===== src/design/pts_defines.svh =====
`ifndef PTS_DEFINES_SVH
`define PTS_DEFINES_SVH

// ----------------------------------------
// register byte offsets
// ----------------------------------------
`define PTS_OFF_CTRL 8'h00
`define PTS_OFF_BTE 8'h04
`define PTS_OFF_HOLD 8'h08
`define PTS_OFF_ADJ 8'h0C
`define PTS_OFF_LIM0 8'h10
`define PTS_OFF_LIM5 8'h24
`define PTS_OFF_QPTR 8'h28
`define PTS_OFF_ADCSEL 8'h2C
`define PTS_OFF_CNTA 8'h30
`define PTS_OFF_CNTB 8'h34
`define PTS_QUEUE_TAG 2'h1

// ----------------------------------------
// limit bank indices
// ----------------------------------------
`define PTS_LIM_LOOP_A 3'h0
`define PTS_LIM_LOOP_B 3'h1
`define PTS_LIM_TMR_A 3'h2
`define PTS_LIM_TMR_B 3'h3
`define PTS_LIM_DELAY 3'h4
`define PTS_LIM_LITERAL 3'h5
`define PTS_LIM_COUNT 6

// ----------------------------------------
// control register bits
// ----------------------------------------
`define PTS_CTRL_EN 0
`define PTS_CTRL_RUN 1
`define PTS_CTRL_SWT 2
`define PTS_CTRL_SDEN 3

// ----------------------------------------
// step command codes (upper nibble)
// ----------------------------------------
`define PTS_CMD_CTRL 4'h0
`define PTS_CMD_ADD 4'h1
`define PTS_CMD_RISE 4'h4
`define PTS_CMD_FALL 4'h5
`define PTS_CMD_IRQ 4'h7
`define PTS_GRP_STRB 3'h1
`define PTS_GRP_TRIG 3'h4
`define PTS_GRP_JMP 3'h5
`define PTS_GRP_LOOPA 3'h6
`define PTS_GRP_LOOPB 3'h7

// ----------------------------------------
// control step options
// ----------------------------------------
`define PTS_OPT_SD_OFF 4'h2
`define PTS_OPT_SD_ON 4'h6
`define PTS_OPT_TMR_A 4'h8
`define PTS_OPT_TMR_B 4'h9
`define PTS_OPT_SWT 4'hB
`define PTS_OPT_CNTA_ADC 4'hC
`define PTS_OPT_CNTB_ADC 4'hD
`define PTS_OPT_LIT_ADC 4'hE
`define PTS_OPT_BCAST 4'hF
`define PTS_IRQ_LAST 4'h3

`endif


===== src/design/pts_pkg.sv =====
package pts_pkg;

	typedef enum logic [3:0] {
		PTS_IDLE = 4'b0001,
		PTS_EXEC = 4'b0010,
		PTS_WAIT = 4'b0100,
		PTS_DELAY = 4'b1000
	} pts_state_t;

	typedef enum logic [1:0] {
		PTS_W_RISE = 2'h0,
		PTS_W_FALL = 2'h1,
		PTS_W_TIMER = 2'h2,
		PTS_W_SWT = 2'h3
	} pts_wait_t;

endpackage : pts_pkg


===== src/design/pts_sequencer.sv =====
`timescale 1ns/100ps
`default_nettype none
`include "pts_defines.svh"

module pts_sequencer
	import pts_pkg::*;
(
	input wire logic ref_clk,
	input wire logic reset,
	input wire logic hsel,
	input wire logic [31:0] haddr,
	input wire logic [1:0] htrans,
	input wire logic hwrite,
	input wire logic [2:0] hsize,
	input wire logic [31:0] hwdata,
	input wire logic hready,
	output logic hreadyout,
	output logic hresp,
	output logic [31:0] hrdata,
	input wire logic [15:0] trig_in,
	output logic [31:0] trigger_line,
	output logic [3:0] seq_irq,
	output logic [15:0] adc_channel_select_reg
);

	// ----------------------------------------
	// storage
	// ----------------------------------------
	logic [15:0] queue_reg [16];
	logic [15:0] limit_reg [`PTS_LIM_COUNT];
	logic [15:0] hold_value_reg;
	logic [15:0] adjust_value_reg;
	logic [31:0] broadcast_enable_reg;
	logic [15:0] loop_count_a_reg;
	logic [15:0] loop_count_b_reg;
	logic [4:0] queue_pointer_reg;
	logic [4:0] pend_ptr_reg;
	logic [15:0] delay_cnt_reg;
	logic [15:0] timer_cnt_reg;
	logic [3:0] wait_sel_reg;
	pts_wait_t wait_kind_reg;
	pts_state_t state_reg;
	logic module_enable_bit_reg;
	logic run_bit_reg;
	logic software_trigger_bit_reg;
	logic swt_prev_reg;
	logic step_delay_timer_reg;

	// ----------------------------------------
	// bus slave
	// ----------------------------------------
	logic wr_pend_reg;
	logic rd_wait_reg;
	logic [7:0] addr_reg;
	logic [31:0] rd_mux;
	logic accept;
	logic locked;
	logic wr_go;

	assign accept = hsel && htrans[1] && hready;
	assign hreadyout = !rd_wait_reg;
	assign hresp = 1'b0;
	assign locked = module_enable_bit_reg && run_bit_reg;
	assign wr_go = wr_pend_reg;

	always_ff @(posedge ref_clk or posedge reset) begin
		if (reset) begin
			wr_pend_reg <= 1'b0;
			rd_wait_reg <= 1'b0;
			addr_reg <= 8'h00;
		end else begin
			wr_pend_reg <= accept && hwrite;
			rd_wait_reg <= accept && !hwrite;
			if (accept) begin
				addr_reg <= haddr[7:0];
			end
		end
	end

	always_ff @(posedge ref_clk or posedge reset) begin
		if (reset) begin
			hrdata <= 32'h0000_0000;
		end else if (rd_wait_reg) begin
			hrdata <= rd_mux;
		end
	end

	always_comb begin
		rd_mux = 32'h0000_0000;
		if (addr_reg[7:6] == `PTS_QUEUE_TAG) begin
			rd_mux = {16'h0000, queue_reg[addr_reg[5:2]]};
		end else if (addr_reg == `PTS_OFF_CTRL) begin
			rd_mux = {24'h00_0000, state_reg, step_delay_timer_reg, software_trigger_bit_reg,
				run_bit_reg, module_enable_bit_reg};
		end else if (addr_reg == `PTS_OFF_BTE) begin
			rd_mux = broadcast_enable_reg;
		end else if (addr_reg == `PTS_OFF_HOLD) begin
			rd_mux = {16'h0000, hold_value_reg};
		end else if (addr_reg == `PTS_OFF_ADJ) begin
			rd_mux = {16'h0000, adjust_value_reg};
		end else if (addr_reg >= `PTS_OFF_LIM0 && addr_reg <= `PTS_OFF_LIM5 && addr_reg[1:0] == 2'h0) begin
			rd_mux = {16'h0000, limit_reg[3'(addr_reg[5:2] - 4'h4)]};
		end else if (addr_reg == `PTS_OFF_QPTR) begin
			rd_mux = {27'h000_0000, queue_pointer_reg};
		end else if (addr_reg == `PTS_OFF_ADCSEL) begin
			rd_mux = {16'h0000, adc_channel_select_reg};
		end else if (addr_reg == `PTS_OFF_CNTA) begin
			rd_mux = {16'h0000, loop_count_a_reg};
		end else if (addr_reg == `PTS_OFF_CNTB) begin
			rd_mux = {16'h0000, loop_count_b_reg};
		end
	end

	// ----------------------------------------
	// input synchronisers and edge detect
	// ----------------------------------------
	logic [15:0] sync1_reg;
	logic [15:0] sync2_reg;
	logic [15:0] sync3_reg;
	logic [15:0] level_reg;
	logic [15:0] level_prev_reg;
	logic [15:0] rise;
	logic [15:0] fall;

	generate
		for (genvar i = 0; i < 16; i++) begin : g_sync
			always_ff @(posedge ref_clk or posedge reset) begin
				if (reset) begin
					sync1_reg[i] <= 1'b0;
					sync2_reg[i] <= 1'b0;
					sync3_reg[i] <= 1'b0;
					level_reg[i] <= 1'b0;
					level_prev_reg[i] <= 1'b0;
				end else begin
					sync1_reg[i] <= trig_in[i];
					sync2_reg[i] <= sync1_reg[i];
					sync3_reg[i] <= sync2_reg[i];
					if (sync2_reg[i] == sync3_reg[i]) begin
						level_reg[i] <= sync3_reg[i];
					end
					level_prev_reg[i] <= level_reg[i];
				end
			end
			assign rise[i] = level_reg[i] && !level_prev_reg[i];
			assign fall[i] = !level_reg[i] && level_prev_reg[i];
		end
	endgenerate

	// ----------------------------------------
	// step decode
	// ----------------------------------------
	logic [7:0] cur_byte;
	logic [3:0] cmd;
	logic [3:0] opt;
	logic [4:0] five;
	logic exec;
	logic is_wait;
	logic [4:0] ptr_inc;
	logic [4:0] exec_ptr;
	logic cond_met;
	logic finish;
	logic [4:0] finish_ptr;
	logic [15:0] timer_lim;
	logic swt_rise;
	logic lim_we;
	logic [2:0] lim_idx;
	logic [15:0] lim_val;

	// queue word holds two step bytes, even step low
	assign cur_byte = queue_pointer_reg[0] ? queue_reg[queue_pointer_reg[4:1]][15:8]
		: queue_reg[queue_pointer_reg[4:1]][7:0];
	assign cmd = cur_byte[7:4];
	assign opt = cur_byte[3:0];
	assign five = cur_byte[4:0];
	assign exec = state_reg == PTS_EXEC;
	assign ptr_inc = queue_pointer_reg + 5'h01;
	assign swt_rise = software_trigger_bit_reg && !swt_prev_reg;
	assign timer_lim = wait_sel_reg[0] ? limit_reg[`PTS_LIM_TMR_B] : limit_reg[`PTS_LIM_TMR_A];
	// add or copy into the limit bank
	assign lim_idx = opt[2:0];
	assign lim_we = exec && cmd == `PTS_CMD_ADD && lim_idx <= `PTS_LIM_LITERAL;
	assign lim_val = opt[3] ? hold_value_reg : limit_reg[lim_idx] + adjust_value_reg;

	always_comb begin
		is_wait = 1'b0;
		if (cmd == `PTS_CMD_RISE || cmd == `PTS_CMD_FALL) begin
			is_wait = 1'b1;
		end else if (cmd == `PTS_CMD_CTRL) begin
			is_wait = opt == `PTS_OPT_TMR_A || opt == `PTS_OPT_TMR_B || opt == `PTS_OPT_SWT;
		end
	end

	always_comb begin
		exec_ptr = ptr_inc;
		if (cmd[3:1] == `PTS_GRP_JMP) begin
			exec_ptr = five;
		end else if (cmd[3:1] == `PTS_GRP_LOOPA && loop_count_a_reg != limit_reg[`PTS_LIM_LOOP_A]) begin
			exec_ptr = five;
		end else if (cmd[3:1] == `PTS_GRP_LOOPB && loop_count_b_reg != limit_reg[`PTS_LIM_LOOP_B]) begin
			exec_ptr = five;
		end
	end

	always_comb begin
		case (wait_kind_reg)
			PTS_W_RISE: cond_met = rise[wait_sel_reg];
			PTS_W_FALL: cond_met = fall[wait_sel_reg];
			PTS_W_TIMER: cond_met = timer_cnt_reg == timer_lim;
			default: cond_met = swt_rise;
		endcase
	end

	assign finish = (exec && !is_wait) || (state_reg == PTS_WAIT && cond_met);
	assign finish_ptr = exec ? exec_ptr : pend_ptr_reg;

	// ----------------------------------------
	// sequencer state machine
	// ----------------------------------------
	always_ff @(posedge ref_clk or posedge reset) begin
		if (reset) begin
			state_reg <= PTS_IDLE;
			queue_pointer_reg <= 5'h00;
			pend_ptr_reg <= 5'h00;
			delay_cnt_reg <= 16'h0000;
			timer_cnt_reg <= 16'h0000;
			wait_sel_reg <= 4'h0;
			wait_kind_reg <= PTS_W_RISE;
		end else if (!locked) begin
			state_reg <= PTS_IDLE;
			if (wr_go && addr_reg == `PTS_OFF_QPTR) begin
				queue_pointer_reg <= hwdata[4:0];
			end
		end else begin
			timer_cnt_reg <= timer_cnt_reg + 16'h0001;
			case (state_reg)
				PTS_IDLE: begin
					state_reg <= PTS_EXEC;
				end
				PTS_EXEC: begin
					wait_sel_reg <= opt;
					timer_cnt_reg <= 16'h0000;
					if (is_wait) begin
						state_reg <= PTS_WAIT;
						pend_ptr_reg <= ptr_inc;
						if (cmd == `PTS_CMD_RISE) begin
							wait_kind_reg <= PTS_W_RISE;
						end else if (cmd == `PTS_CMD_FALL) begin
							wait_kind_reg <= PTS_W_FALL;
						end else if (opt == `PTS_OPT_SWT) begin
							wait_kind_reg <= PTS_W_SWT;
						end else begin
							wait_kind_reg <= PTS_W_TIMER;
						end
					end
				end
				PTS_DELAY: begin
					delay_cnt_reg <= delay_cnt_reg - 16'h0001;
					if (delay_cnt_reg == 16'h0001) begin
						queue_pointer_reg <= pend_ptr_reg;
						state_reg <= PTS_EXEC;
					end
				end
				default: begin
				end
			endcase
			if (finish) begin
				// extra delay clocks on top of the executing one
				if (step_delay_timer_reg && limit_reg[`PTS_LIM_DELAY] != 16'h0000) begin
					state_reg <= PTS_DELAY;
					delay_cnt_reg <= limit_reg[`PTS_LIM_DELAY];
					pend_ptr_reg <= finish_ptr;
				end else begin
					queue_pointer_reg <= finish_ptr;
					state_reg <= PTS_EXEC;
				end
			end
		end
	end

	// ----------------------------------------
	// software writable registers
	// ----------------------------------------
	always_ff @(posedge ref_clk) begin
		if (wr_go && !locked && addr_reg[7:6] == `PTS_QUEUE_TAG) begin
			queue_reg[addr_reg[5:2]] <= hwdata[15:0];
		end
	end

	always_ff @(posedge ref_clk or posedge reset) begin
		if (reset) begin
			for (int k = 0; k < `PTS_LIM_COUNT; k++) begin
				limit_reg[k] <= 16'h0000;
			end
			hold_value_reg <= 16'h0000;
			adjust_value_reg <= 16'h0000;
			broadcast_enable_reg <= 32'h0000_0000;
		end else begin
			if (lim_we) begin
				limit_reg[lim_idx] <= lim_val;
			end
			if (wr_go && !locked) begin
				if (addr_reg >= `PTS_OFF_LIM0 && addr_reg <= `PTS_OFF_LIM5 && addr_reg[1:0] == 2'h0) begin
					limit_reg[3'(addr_reg[5:2] - 4'h4)] <= hwdata[15:0];
				end else if (addr_reg == `PTS_OFF_HOLD) begin
					hold_value_reg <= hwdata[15:0];
				end else if (addr_reg == `PTS_OFF_ADJ) begin
					adjust_value_reg <= hwdata[15:0];
				end else if (addr_reg == `PTS_OFF_BTE) begin
					broadcast_enable_reg <= hwdata;
				end
			end
		end
	end

	always_ff @(posedge ref_clk or posedge reset) begin
		if (reset) begin
			module_enable_bit_reg <= 1'b0;
			run_bit_reg <= 1'b0;
			software_trigger_bit_reg <= 1'b0;
			swt_prev_reg <= 1'b0;
			step_delay_timer_reg <= 1'b0;
		end else begin
			swt_prev_reg <= software_trigger_bit_reg;
			if (wr_go && addr_reg == `PTS_OFF_CTRL) begin
				module_enable_bit_reg <= hwdata[`PTS_CTRL_EN];
				run_bit_reg <= hwdata[`PTS_CTRL_RUN];
				software_trigger_bit_reg <= hwdata[`PTS_CTRL_SWT];
				step_delay_timer_reg <= hwdata[`PTS_CTRL_SDEN];
			end
			if (exec && cmd == `PTS_CMD_CTRL && opt == `PTS_OPT_SD_OFF) begin
				step_delay_timer_reg <= 1'b0;
			end else if (exec && cmd == `PTS_CMD_CTRL && opt == `PTS_OPT_SD_ON) begin
				step_delay_timer_reg <= 1'b1;
			end
		end
	end

	// ----------------------------------------
	// loop counters
	// ----------------------------------------
	always_ff @(posedge ref_clk or posedge reset) begin
		if (reset) begin
			loop_count_a_reg <= 16'h0000;
			loop_count_b_reg <= 16'h0000;
		end else begin
			if (wr_go && !locked && addr_reg == `PTS_OFF_CNTA) begin
				loop_count_a_reg <= hwdata[15:0];
			end else if (exec && cmd[3:1] == `PTS_GRP_LOOPA && loop_count_a_reg != limit_reg[`PTS_LIM_LOOP_A]) begin
				loop_count_a_reg <= loop_count_a_reg + 16'h0001;
			end
			if (wr_go && !locked && addr_reg == `PTS_OFF_CNTB) begin
				loop_count_b_reg <= hwdata[15:0];
			end else if (exec && cmd[3:1] == `PTS_GRP_LOOPB && loop_count_b_reg != limit_reg[`PTS_LIM_LOOP_B]) begin
				loop_count_b_reg <= loop_count_b_reg + 16'h0001;
			end
		end
	end

	// ----------------------------------------
	// ADC channel select
	// ----------------------------------------
	always_ff @(posedge ref_clk or posedge reset) begin
		if (reset) begin
			adc_channel_select_reg <= 16'h0000;
		end else if (exec && cmd[3:1] == `PTS_GRP_STRB) begin
			adc_channel_select_reg[4:0] <= five;
		end else if (exec && cmd == `PTS_CMD_CTRL && opt == `PTS_OPT_CNTA_ADC) begin
			adc_channel_select_reg <= loop_count_a_reg;
		end else if (exec && cmd == `PTS_CMD_CTRL && opt == `PTS_OPT_CNTB_ADC) begin
			adc_channel_select_reg <= loop_count_b_reg;
		end else if (exec && cmd == `PTS_CMD_CTRL && opt == `PTS_OPT_LIT_ADC) begin
			adc_channel_select_reg <= limit_reg[`PTS_LIM_LITERAL];
		end else if (wr_go && addr_reg == `PTS_OFF_ADCSEL) begin
			adc_channel_select_reg <= hwdata[15:0];
		end
	end

	// ----------------------------------------
	// trigger and interrupt pulses
	// ----------------------------------------
	always_ff @(posedge ref_clk or posedge reset) begin
		if (reset) begin
			trigger_line <= 32'h0000_0000;
			seq_irq <= 4'h0;
		end else begin
			trigger_line <= 32'h0000_0000;
			seq_irq <= 4'h0;
			// line numbers fixed by the consuming peripherals
			if (exec && cmd[3:1] == `PTS_GRP_TRIG) begin
				trigger_line[five] <= 1'b1;
			end else if (exec && cmd == `PTS_CMD_CTRL && opt == `PTS_OPT_BCAST) begin
				trigger_line <= broadcast_enable_reg;
			end
			// other codes fall through untouched
			if (exec && cmd == `PTS_CMD_IRQ && opt <= `PTS_IRQ_LAST) begin
				seq_irq[opt[1:0]] <= 1'b1;
			end
		end
	end

endmodule : pts_sequencer
`default_nettype wire


===== config.mk =====
export PLATFORM = sky130hd
export DESIGN_NAME = pts_sequencer
export DESIGN_NICKNAME = d
export VERILOG_FILES = /design/src/design/pts_pkg.sv /design/src/design/pts_sequencer.sv
export VERILOG_INCLUDE_DIRS = /design/src /design/src/design
export SDC_FILE = /design/constraint.sdc
export NUM_CORES = 2
export LEC_CHECK = 0
export BUFFER_PORTS_ARGS = -buffer_cell sky130_fd_sc_hd__buf_2
export CAP_MARGIN = 20
export CORE_ASPECT_RATIO = 0.75
export CORE_MARGIN = 5
export CORE_UTILIZATION = 30
export CTS_CLUSTER_DIAMETER = 30
export DETAILED_ROUTE_END_ITERATION = 16
export GPL_TIMING_DRIVEN = 0
export PLACE_DENSITY = 0.55
export SLEW_MARGIN = 10
export SYNTH_ARGS = -nofsm -noshare
export SYNTH_HDL_FRONTEND = slang
export SYNTH_SLANG_ARGS = --single-unit

===== constraint.sdc =====
create_clock -name ref_clk -period 15.2 [get_ports ref_clk]
set_input_delay 0.76 -clock ref_clk [delete_from_list [all_inputs] [get_ports ref_clk]]
set_output_delay 0.76 -clock ref_clk [all_outputs]
set_load 0.02 [all_outputs]

==> results <==
- The run finished with clean final reports.
- The number of input and output port buffers inserted is between 100 and 150.
- The detailed-route vias per instance is between 5 and 6.
- The smallest clock period supported by the final layout is computed as a little under 9000 ps.
- The actual slew at the worst max-slew pin is 1330 ps.
- The final worst hold slack is between 20 and 30 ps.
- Yosys mapped a number of flops with a built-in enable equal to roughly 260.
- The remaining antenna violation count after routing is 0.
- The post-layout net count is approximately 3400.
- Setup violations remaining at the end of the flow were counted as 0.
- In this run the deepest clock path goes through 3 buffers.
- The placed instances occupy a cell area of 38400 um^2.
- The cell sitting at the root of the clock tree is a clkbuf_16.
- The initial cell density of the core is just over 30%.
- The portion of total power attributed to the clock network is a little over a third.
- The via count of the first global-routing pass is between 20000 and 30000.
- The global route total overflow is 0.
- The final estimated routing congestion in global placement is just over 1.
- The synthesized net count is about 3000.
- The maximum number of pins on one net before global-route repair is ~110.
- The later pin in the worst-skew pair is clocked with a latency of between 700 and 800 ps.
- The average footprint of a synthesized cell is around 12 um^2.
- At the worst endpoint, the required time is ~16000 ps.
- Counting both buffers and inverters, the worst setup path holds a total of 5.
- For the worst setup path, the data arrival time is between 9000 and 10000 ps.
- In this run the post-CTS setup repair buffer count came out at 0.
- After clock tree synthesis, the flow added hold-fix buffers numbering 0.
- By startpoint and endpoint, the worst setup path is classified as reg2reg.
- In the synthesized netlist the dominant register cell turns out to be dfrtp_1.
- The net switching fraction of the power is between 40% and 50%.
- After routing the design area is 43800 um^2.
- The wire length per cell is 29.9 um.
- The portion of the clock cycle consumed by the worst path in the final layout is 57.2%.
- In the synthesized netlist, the number of instances is between 2000 and 3000.
- Global routing used a little under a quarter of the available tracks.
- Global routing used between 10% and 20% of the available met3 tracks.
- The number of iterations in the first detailed-routing pass is 8.
- CTS built an H-tree with a depth of 4.
- Global routing consumed, on the met2 layer, a little under a third of the routing resources.
- The worst setup path is captured at a register.
- Global routing used between 30 and 40% of the available met1 tracks.
- The worst hold path belongs to the class in2async.
- The leakage power of the design is between 0.015 and 0.02 uW.
- The number of antenna violations at the first check in global routing was 6.
- The fraction of synthesized cell area taken by the top area cell type is between 30% and 40%.
- For this block, the via count after detailed routing is approximately 29000.
- The slowest stage of the critical path is the mux2i_1 cell.
- The most used routing layer in global routing is met1.
- For this block, the routed nets add up to ~150 mm of wire.
- STA classifies the critical path startpoint as a register.
- The first global-routing pass estimated just over 200 mm of wire.
- Derived from the worst setup path, the maximum achievable clock frequency is 115 MHz.
- In this design, the stage delay of the slowest critical-path cell is around 920 ps.
- From left edge to right edge, the die measures between 400 and 500 um.
- The number of placement rows is 108.
- Clock-pin slew was measured on the worst setup and hold paths at roughly 50 ps.
- Yosys attributes the largest share of cell area to dfrtp_1, edfxtp_1, mux4_2.
- The vertical die dimension is about 310 um.
- Walking the worst path, the cells encountered are buf_2, buf_1, buf_1, nand2_1, o22a_1, nand2_1, clkbuf_1, buf_1, mux2i_1, o22ai_1, ha_1, fa_1, a21o_1, a21oi_1, o211ai_1, a41o_1, a21o_1, a21oi_1, xnor2_1, mux2i_1, o21ai_1.
- The placed wire-length estimate after detailed placement is 107 mm.
- After synthesis the netlist holds a flip-flop and latch count of just under 700.
- Setup repair after global routing left no endpoint under its margin.
- The standard cell core area is between 100000 and 150000 um^2.
- The largest fanout of any net on the critical path is 10.
- The largest total area in the synthesized netlist belongs to dfrtp_1.
- Summed over all nets, the switching power comes to between 4000 and 5000 uW.
- The flip-flop count of the largest register after layout is between 200 and 300.
- The cell area power density is 220 nW/um^2.
- From synthesis to final layout, the design area changed by 24.5%.
- Internal power comes to approximately 5600 uW.
- The final number of hold-violating endpoints was 0.
- In this run the tightest slew margin relative to its limit is 11.1%.
- Counting instances in the post-synthesis netlist gives the leading cell types as dfrtp_1, nand2_1, edfxtp_1.
- The cell with the most instances on the worst path is buf_1.
- The portion of the post-synthesis area used by sequential elements is between 50% and 60%.
- Of the cells placed in the final design, the portion with a size suffix greater than 1 is roughly 25%.
- The fraction of synthesis flops using an asynchronous set or reset pin is between 60% and 70%.
- Across the run, the number of max-cap violations was 0.
- The post-detailed-route DRC marker count is 0.
- The post-cts repair resize count is 0.
- The count of different cell masters after synthesis is 100.
- Clock tree synthesis found a total of just under 700 sinks.
- The die covers between 100000 and 150000 um^2.
- The part of the total power dissipated in combinational logic is roughly two fifths.
- The clock tree from TritonCTS is built.
- The peak supply drop is around 0.00017 V.
- On the final layout, the worst clock skew is about 38 ps.
- The Yosys step of the flow raised 0 warnings.
- Among all cell types in the netlist, the one instantiated most often is dfrtp_1.
- The number of I/O pins is around 180.
- On the critical path the largest part of the delay comes from buffers and inverters.
- The number of DRC markers in iteration 0 is approximately 4800.
- The mapped cell area is 35200 um^2.
- The sequential group share of total power is between 20% and 30%.
- The count of final max-slew check failures is 0.
- The number of clock buffers added by TritonCTS is around 150.
-- cell type report --
cell class | count | area [um^2]
diodes | 2 | 5.00
plain buffers | 211 | 971
clock buffers | 185 | 4170
clock inverters | 99 | 1180
fillers | 11100 | 72300
inverters | 58 | 225
multi-input cells | 1959 | 15800
flip-flops and latches | 679 | 18300
well taps | 1540 | 1930
repair buffers | 179 | 1190
-- power by group through the flow --
| stage | sequential, uW | clock (uW) | combinational [uW] |
|---|---|---|---|
| 2_1_floorplan | 2280 | 0 | 2280 |
| 3_3_place_gp | 2410 | 0 | 3600 |
| 3_5_place_dp | 2410 | 0 | 3630 |
| 4_1_cts | 2380 | 3430 | 3650 |
| 5_1_grt | 2410 | 3530 | 3960 |
| 6_report | 2410 | 3400 | 3850 |
-- cell families after synthesis --
| logic type | after synthesis | synth area share [%] |
|---|---|---|
| xor+xnor | 105 | 2.62 |
| other cells | 1 | 0.0107 |
| flops | 679 | 52.0 |
| compound gates | 604 | 11.5 |
| simple gates | 768 | 10.0 |
| buf+inv | 269 | 3.37 |
| mux | 439 | 19.1 |
| fa+ha+maj | 42 | 1.40 |
-- per-stage QoR --
stage	cells	setup slack [ps]	TNS [ps]	util, %	power, uW
detailed placement	4619	7070	0	33.0	6040
floorplan	2907	2670	0	-	4560
finish	4912	6510	0	37.7	9660
CTS	4903	7000	0	37.7	9460
global route	4911	6670	0	37.7	9900
global placement	4593	-3150	-1294530	32.6	6010
-- cells in the final DEF (no fill, tap or decap), types with 16 or more instances in the layout --
master,synthesis,layout
a21oi_1,160,160
a22o_1,43,43
a22oi_1,23,23
a31oi_1,35,35
buf_1,25,24
buf_2,31,179
buf_6,9,17
clkbuf_1,136,149
clkbuf_16,0,156
clkbuf_8,0,16
clkinv_2,0,19
clkinv_4,0,17
clkinvlp_4,0,21
dfrtp_1,422,422
edfxtp_1,256,256
ha_1,25,25
inv_1,56,55
maj3_1,16,16
mux2_2,119,119
mux2i_1,141,140
mux4_2,170,170
nand2_1,325,325
nand3_1,45,45
nand4_1,29,29
nor2_1,199,187
nor2_4,4,16
nor3_1,37,32
nor4_1,19,17
o21ai_0,49,49
o21ai_1,100,100
o22ai_1,27,27
o2bb2ai_1,20,20
xnor2_1,79,79
xor2_1,26,26
-- path summary, 6_finish.rpt --
kind                       depth (start not counted)                        startpoint  slack [ps]                         endpoint
hold reg to reg                                    0           sync1_reg[15]$_DFF_PP0_         340          sync2_reg[15]$_DFF_PP0_
min in group ref_clk                               1                       trig_in[10]         120          sync1_reg[10]$_DFF_PP0_
hold / removal                                     2                             reset          30       trigger_line[24]$_DFF_PP0_
setup / recovery                                  21  queue_pointer_reg[1]$_DFFE_PP0P_        6510          limit_reg[60]$_DFF_PP0_
setup reg to reg                                  21  queue_pointer_reg[1]$_DFFE_PP0P_        6510          limit_reg[60]$_DFF_PP0_
max in group asynchronous                          5                             reset       13300  loop_count_b_reg[4]$_DFFE_PP0P_
-- metal layers --
layer | vias to the layer above | part of all wire, %
met1 | 14500 | 43
met4 | 2 | 3.3
met2 | 2109 | 39
li1 | 11700 | -
met3 | 341 | 16
met5 | - | 0.0082
-- worst reg2reg max path: cells and delay by family, from the launching register on --
family	cells	cell delay (ps)
compound gates	9	2250
xor+xnor	1	80
fa+ha+maj	2	730
buf+inv	5	3590
flops	1	400
mux	2	1190
simple gates	2	280
Power figures use the tool's default switching activity.
